[src/inc/safety_enable_map.svh]
`ifndef SAFETY_ENABLE_MAP_SVH
`define SAFETY_ENABLE_MAP_SVH

// Test-pin detector window codes.
`define TP_BELOW   2'h0
`define TP_DEV     2'h1
`define TP_GAP     2'h2
`define TP_FORCED  2'h3

// Enable pin source selections.
`define EN_SRC_SW   1'h0
`define EN_SRC_ERR  1'h1

`define ONE_BIT_CLR 1'h0
`define ONE_BIT_SET 1'h1

`endif

[src/inc/safety_enable_pkg.sv]
package safety_enable_pkg;

  typedef enum logic [1:0] {
    MODE_PROBE  = 2'b00,
    MODE_NONE   = 2'b01,
    MODE_DEV    = 2'b11,
    MODE_FORCED = 2'b10
  } special_mode_t;

  typedef logic [1:0] test_window_t;

endpackage

[src/verilog/arm_once.sv]
`timescale 1ns/1ps
`include "safety_enable_map.svh"

// Single-shot latch: accepts one arming request, then locks until reset.
module arm_once (
  input  wire logic clk_sys,
  input  wire logic resetn,
  input  wire logic open_window,
  input  wire logic arm_req,
  output logic      armed,
  output logic      used
);

  logic armed_q;
  logic armed_d;
  logic used_q;
  logic used_d;

  always_comb begin
    armed_d = armed_q;
    used_d  = used_q;
    if (!used_q && open_window && arm_req) begin
      armed_d = `ONE_BIT_SET;
      used_d  = `ONE_BIT_SET;
    end else if (!open_window) begin
      // Once the start-up window has passed, no later write can arm.
      used_d = `ONE_BIT_SET;
    end
  end

  always_ff @(posedge clk_sys or negedge resetn) begin
    if (!resetn) begin
      armed_q <= `ONE_BIT_CLR;
      used_q  <= `ONE_BIT_CLR;
    end else begin
      armed_q <= armed_d;
      used_q  <= used_d;
    end
  end

  assign armed = armed_q;
  assign used  = used_q;

endmodule

[src/verilog/safety_enable.sv]
`timescale 1ns/1ps
`include "safety_enable_map.svh"

// How it works
// - Enable pin follows the host-written enable request.
// - With the enable request selected, enable goes high only while the watchdog is served correctly.
// - Enable falls low at the clock edge after the system reset is asserted.
// - Enable low after power-up and in sleep or fail-safe mode.
// - When selected, the CAN failure flag drives the enable pin.
// - Failure output is active low, selected by the host-written cfg_err_select bit.
// - Forced-run window at supply-up enters forced run mode.
// - Forced run disables supervision and blocks every register access.
// - Forced run keeps regulators on and transceivers active.
// - Development window at supply-up enters development mode.
// - Test-pin below the development window or in the gap above it selects no special mode.
// - Development mode relaxes watchdog and interrupt supervision.
// - Pin-entered modes are left once the test pin leaves its window.
// - A control bit arms development mode once after battery power-on.
module safety_enable
  import safety_enable_pkg::*;
(
  input  wire logic         clk_sys,
  input  wire logic         resetn,
  input  wire logic         supply_up,
  input  wire test_window_t test_window,
  input  wire logic         cfg_write,
  input  wire logic         cfg_enable_req,
  input  wire logic         cfg_err_select,
  input  wire logic         cfg_dev_arm,
  input  wire logic         normal_mode,
  input  wire logic         watchdog_ok,
  input  wire logic         system_reset_low,
  input  wire logic         sleep_mode,
  input  wire logic         failsafe_mode,
  input  wire logic         bus_error_flag,
  output logic              enable_out,
  output logic              forced_run_mode,
  output logic              development_mode,
  output logic              access_block,
  output logic              supervision_off,
  output logic              relaxed_supervision,
  output logic              regulators_force_on,
  output logic              transceivers_force_active,
  output logic              err_select_state
);

  special_mode_t mode_q;
  special_mode_t mode_d;
  logic          en_req_q;
  logic          en_req_d;
  logic          err_sel_q;
  logic          err_sel_d;
  logic          en_pin_q;
  logic          en_pin_d;
  logic          fr_q;
  logic          fr_d;
  logic          dev_q;
  logic          dev_d;
  logic          blk_q;
  logic          blk_d;
  logic          sup_off_q;
  logic          sup_off_d;
  logic          relax_q;
  logic          relax_d;
  logic          reg_on_q;
  logic          reg_on_d;
  logic          trx_q;
  logic          trx_d;
  logic          soft_dev;
  logic          reg_write;

  function automatic logic in_forced(input test_window_t w);
    return w == `TP_FORCED;
  endfunction

  function automatic logic in_dev(input test_window_t w);
    return w == `TP_DEV;
  endfunction

  function automatic logic forced_mode(input special_mode_t m);
    return m == MODE_FORCED;
  endfunction

  function automatic logic dev_mode(input special_mode_t m);
    return m == MODE_DEV;
  endfunction

  // Register writes are refused entirely in forced run mode.
  assign reg_write = cfg_write && !forced_mode(mode_q);

  arm_once u_arm (
    .clk_sys     (clk_sys),
    .resetn      (resetn),
    .open_window (!normal_mode),
    .arm_req     (reg_write && cfg_dev_arm),
    .armed       (soft_dev),
    .used        ()
  );

  // The pin is sampled on the first cycle the supply is seen up.
  always_comb begin
    mode_d = mode_q;
    case (mode_q)
      MODE_PROBE: begin
        if (supply_up) begin
          if (in_forced(test_window)) begin
            mode_d = MODE_FORCED;
          end else if (in_dev(test_window)) begin
            mode_d = MODE_DEV;
          end else begin
            mode_d = MODE_NONE;
          end
        end
      end
      MODE_DEV: begin
        if (!in_dev(test_window)) begin
          mode_d = MODE_NONE;
        end
      end
      MODE_FORCED: begin
        if (!in_forced(test_window)) begin
          mode_d = MODE_NONE;
        end
      end
      default: begin
        mode_d = MODE_NONE;
      end
    endcase
  end

  always_comb begin
    en_req_d  = en_req_q;
    err_sel_d = err_sel_q;
    if (reg_write) begin
      en_req_d  = cfg_enable_req;
      err_sel_d = cfg_err_select;
    end
    if (!watchdog_ok && reg_write) begin
      // A high request made without watchdog service is dropped.
      en_req_d = `ONE_BIT_CLR;
    end
  end

  // The pin register sees the reset input combinationally so that the
  // low edge reaches the pin at the next clock; an async path would
  // violate the registered-output style.
  always_comb begin
    if (!system_reset_low || sleep_mode || failsafe_mode
        || mode_q == MODE_PROBE) begin
      en_pin_d = `ONE_BIT_CLR;
    end else if (err_sel_q == `EN_SRC_ERR) begin
      en_pin_d = !bus_error_flag;
    end else begin
      en_pin_d = en_req_q && watchdog_ok;
    end
  end

  always_ff @(posedge clk_sys or negedge resetn) begin
    if (!resetn) begin
      mode_q <= MODE_PROBE;
    end else begin
      mode_q <= mode_d;
    end
  end

  always_ff @(posedge clk_sys or negedge resetn) begin
    if (!resetn) begin
      en_req_q  <= `ONE_BIT_CLR;
      err_sel_q <= `EN_SRC_SW;
    end else begin
      en_req_q  <= en_req_d;
      err_sel_q <= err_sel_d;
    end
  end

  always_ff @(posedge clk_sys or negedge resetn) begin
    if (!resetn) begin
      en_pin_q <= `ONE_BIT_CLR;
    end else begin
      en_pin_q <= en_pin_d;
    end
  end

  // Mode outputs follow the next mode, so they change on the same edge
  // as the mode register instead of trailing it by a cycle.
  always_comb begin
    fr_d      = forced_mode(mode_d);
    blk_d     = forced_mode(mode_d);
    sup_off_d = forced_mode(mode_d);
    reg_on_d  = forced_mode(mode_d);
    trx_d     = forced_mode(mode_d);
    dev_d     = dev_mode(mode_d) || soft_dev;
    relax_d   = dev_mode(mode_d) || soft_dev;
  end

  always_ff @(posedge clk_sys or negedge resetn) begin
    if (!resetn) begin
      fr_q      <= `ONE_BIT_CLR;
      dev_q     <= `ONE_BIT_CLR;
      blk_q     <= `ONE_BIT_CLR;
      sup_off_q <= `ONE_BIT_CLR;
      relax_q   <= `ONE_BIT_CLR;
      reg_on_q  <= `ONE_BIT_CLR;
      trx_q     <= `ONE_BIT_CLR;
    end else begin
      fr_q      <= fr_d;
      dev_q     <= dev_d;
      blk_q     <= blk_d;
      sup_off_q <= sup_off_d;
      relax_q   <= relax_d;
      reg_on_q  <= reg_on_d;
      trx_q     <= trx_d;
    end
  end

  assign enable_out                = en_pin_q;
  assign forced_run_mode           = fr_q;
  assign development_mode          = dev_q;
  assign access_block              = blk_q;
  assign supervision_off           = sup_off_q;
  assign relaxed_supervision       = relax_q;
  assign regulators_force_on       = reg_on_q;
  assign transceivers_force_active = trx_q;
  assign err_select_state          = err_sel_q;

endmodule

[config.mk]
export PLATFORM = sky130hd
export DESIGN_NAME = safety_enable
export DESIGN_NICKNAME = d
export VERILOG_FILES = /design/src/inc/safety_enable_pkg.sv /design/src/verilog/arm_once.sv /design/src/verilog/safety_enable.sv
export VERILOG_INCLUDE_DIRS = /design/src /design/src/inc
export SDC_FILE = /design/constraint.sdc
export NUM_CORES = 1
export LEC_CHECK = 0
export BUFFER_PORTS_ARGS = -buffer_cell sky130_fd_sc_hd__buf_2
export CAP_MARGIN = 0
export CORE_AREA = 2 2 39 41
export DETAILED_ROUTE_END_ITERATION = 6
export DIE_AREA = 0 0 41 43
export GPL_ROUTABILITY_DRIVEN = 0
export PLACE_DENSITY = 0.6
export SETUP_SLACK_MARGIN = 0.4
export SLEW_MARGIN = 20
export SYNTH_ARGS = -nofsm -noshare
export SYNTH_HDL_FRONTEND = slang
export SYNTH_SLANG_ARGS = --single-unit
[constraint.sdc]
create_clock -name clk_sys -period 1.8 [get_ports clk_sys]
set_input_delay 0.27 -clock clk_sys [delete_from_list [all_inputs] [get_ports clk_sys]]
set_output_delay 0.27 -clock clk_sys [all_outputs]
set_load 0.02 [all_outputs]
==> reports/results.tsv <==
stage	metric	value	unit
status	outcome	finished, final reports clean	
layout	area_delta_synth_final	31.3	%
placement	portBuffers	23	
route	ant_nets	0	
route	wl_per_cell	10.2	um
synth	synth.mux.area_fraction	7.60	%
setup_path	crit_type	reg -> reg	
layout	drive_gt1_share	43.1	%
synth	synth_compound_area_share	8.48	%
floorplanning	core_area	1380	sq um
route	drc	0	
setup_path	startpoint	mode_q[1]	
layout	diodes	0	
synth	yosys-top-cells-area	dfrtp_1 53%, buf_4 8.8%, nand2_1 4.4%, nand2b_1 2.9%, inv_1 2.6%	
synth	synthFlopType	dfrtp_1	
synth	synthArstFlopShare	100	%
clock_tree	cts.sink_count	9	
synth	netlist_instances	42	
synth	syn-num-nets	57	
synth	synth_common_cells	9 x dfrtp_1, 5 x buf_4, 5 x nand2_1, 3 x inv_1, 3 x nor2_1	
synth	ys_seq_area_share	52.6	%
sta	post-route-min-period	1.19	ns
synth	yosys.area_share.xor_xnor	2.05	%
power	p_seq_share	51.1	%
sta	final_hold_viol_count	0	
grt	grt_pass1_vias	380	
synth	yosys.area.top_type_share	52.6	%
flow_run	cap_violations	0	
clock_tree	cts.clk_slew.worst_paths	0.06	ns
power	intPower	321	uW
synth	yosys.cell_count.top_type	dfrtp_1	
grt	grt_max_degree	10	
route	totalWireLength	824	um
sta	maxSlewViolCount	0	
synth	ys_ff_latch	9	
floorplanning	dieArea	1760	sq um
setup_path	critPathMaxFanout	6	
power	vdd_drop_max	0.000285	V
synth	synthSimpleGateAreaFrac	17.8	%
floorplanning	num_rows	14	
power	clkPwrFrac	36.4	%
floorplanning	fp.dieH	43	um
setup_path	crit_required	1.94	ns
clock_tree	cts_tree	built	
sta	finClkSkew	0.00200	ns
synth	synth_area_per_cell	10.2	sq um
sta	tns	0	ns
clock_tree	cts.repair.resized	0	
power	switching_share	23.4	%
sta	timing.slew.headroom	85.0	%
sta	rsz0062_at_grt	false	
synth	ys_types	20	
hold_path	hp-start	failsafe_mode	
synth	yosys_warnings	0	
setup_path	r2r-start	mode_q[1]	
route	vias	362	
sta	worst_pin_slew	0.225	ns
synth	synth_edf_count	0	
synth	yosys.area_share.adder	0	%
power	p_per_area	745	nW/um^2
grt	antenna_found_initial	0	
clock_tree	numCtsBuffers	3	
grt	grtUsageTotal	11.8	%
power	switchingPower	97.8	uW
synth	synth_top_family_by_area	simple AND/OR/NAND/NOR gates	
route	via_per_inst	4.47	
grt	overflow	0	
clock_tree	h-tree-depth	1	
layout	final_nets	81	
sta	timing.fmax	0.839	GHz
sta	setup_viol	0	
layout	fin_area	562	sq um
route	drt-initial-drc-count	4	
setup_path	cp-end-kind	flop	
power	pwr-share-comb	12.5	%
clock_tree	clockRootBuffer	clkbuf_4	
power	p_leak	0.301	nW
floorplanning	ios	24	
setup_path	critPathArrivalTime	1.33	ns
sta	finalCritPeriodShare	66.2	%
placement	dpl_cell_area	526	sq um
setup_path	startpoint_type	flop	
hold_path	min_path_type	in -> reg	
synth	yosys.area.top_type	dfrtp_1	
grt	grt_pass1_wl	1350	um
clock_tree	clk_latency	0.25	ns
floorplanning	initial_core_util	30.9	%
route	dr.pass1.iters	3	
placement	hpwlAfterDp	668	um
floorplanning	dieWidth	41	um
synth	syn_area	428	sq um
clock_tree	clockBufferDepth	2	
==> state kept, by name, summed over array words and instances (netlist names) <==
register	count
mode_q	2
relaxed_supervision	1
u_arm.armed	1
transceivers_force_active	1
enable_out	1
en_req_q	1
u_arm.used	1
err_select_state	1
==> cell type report <==
class / instances / area [sq um]
Sequential cell: 9 / 225
Multi-Input combinational cell: 25 / 154
Fill cell: 147 / 822
Tap cell: 16 / 20.0
Inverter: 3 / 11.3
Timing Repair Buffer: 24 / 125
Clock buffer: 4 / 26.3
==> power by group through the flow <==
stage / registers [mW] / logic (mW) / clock network (mW)
after floorplan: 0.222 / 0.0193 / 0
after global placement: 0.217 / 0.0501 / 0
after detailed placement: 0.218 / 0.0514 / 0
after CTS: 0.214 / 0.0532 / 0.160
after global routing: 0.214 / 0.0588 / 0.175
final: 0.214 / 0.0524 / 0.152
==> kinds of logic after synthesis <==
kind of cell	Yosys count
simple gates	16
flops	9
buf+inv	8
mux	3
compound gates	5
xor+xnor	1
==> critical path: stages, from the launching register on <==
cell and delay [ns]:
dfrtp_1 0.43, inv_1 0.08, o21ai_2 0.23, mux2_1 0.34
==> path summary, 6_finish.rpt <==
| kind | to | slack, ns | cells after the start |
|---|---|---|---|
| max | err_select_state | 0.61 | 3 |
| min in group asynchronous | mode_q[0] | 0.39 | 2 |
| max reg2reg | err_select_state | 0.61 | 3 |
| min reg2reg | u_arm.used | 0.46 | 2 |
| max in group asynchronous | u_arm.armed | 1.23 | 2 |
| min | enable_out | 0.16 | 2 |
==> per-layer routing <==
metal,global-route usage (%),part of all wire [%],vias up,wire length (um)
met5,0,0,-,0
met4,8.67,1.5,0,12
met3,4.71,7.5,2,62
met2,17.2,45,15,370
met1,12.9,46,162,378
li1,-,-,183,-
==> metrics by stage <==
| step | setup WS (ns) | hold WS [ns] | power [mW] | utilization [%] | std cells |
|---|---|---|---|---|---|
| 3_3_place_gp | 0.628 | 0.129 | 0.267 | 38.0 | 76 |
| 3_5_place_dp | 0.619 | 0.130 | 0.269 | 38.0 | 76 |
| 6_report | 0.608 | 0.163 | 0.418 | 40.6 | 81 |
| 2_1_floorplan | 0.710 | -0.0256 | 0.241 | - | 42 |
| 5_1_grt | 0.554 | 0.160 | 0.448 | 40.6 | 81 |
| 4_1_cts | 0.610 | 0.159 | 0.427 | 40.6 | 81 |
==> cells in the final DEF, fill, tap and decap left out, types with 2 or more instances in the layout <==
cell	netlist	routed
nand2_1	5	5
nor2_1	3	3
nand2b_1	2	2
dfrtp_1	9	9
nand3_1	2	2
buf_2	0	23
clkbuf_4	0	3
inv_1	3	3
==> repair_timing <==
| action | in CTS | in global routing |
|---|---|---|
| endpoints found under the setup margin | 0 | 0 |
| hold endpoints to repair | 9 | 0 |
| hold buffers | 1 | 0 |
| setup buffers | 0 | 0 |
No activity file was read; power rests on OpenSTA's default activity.
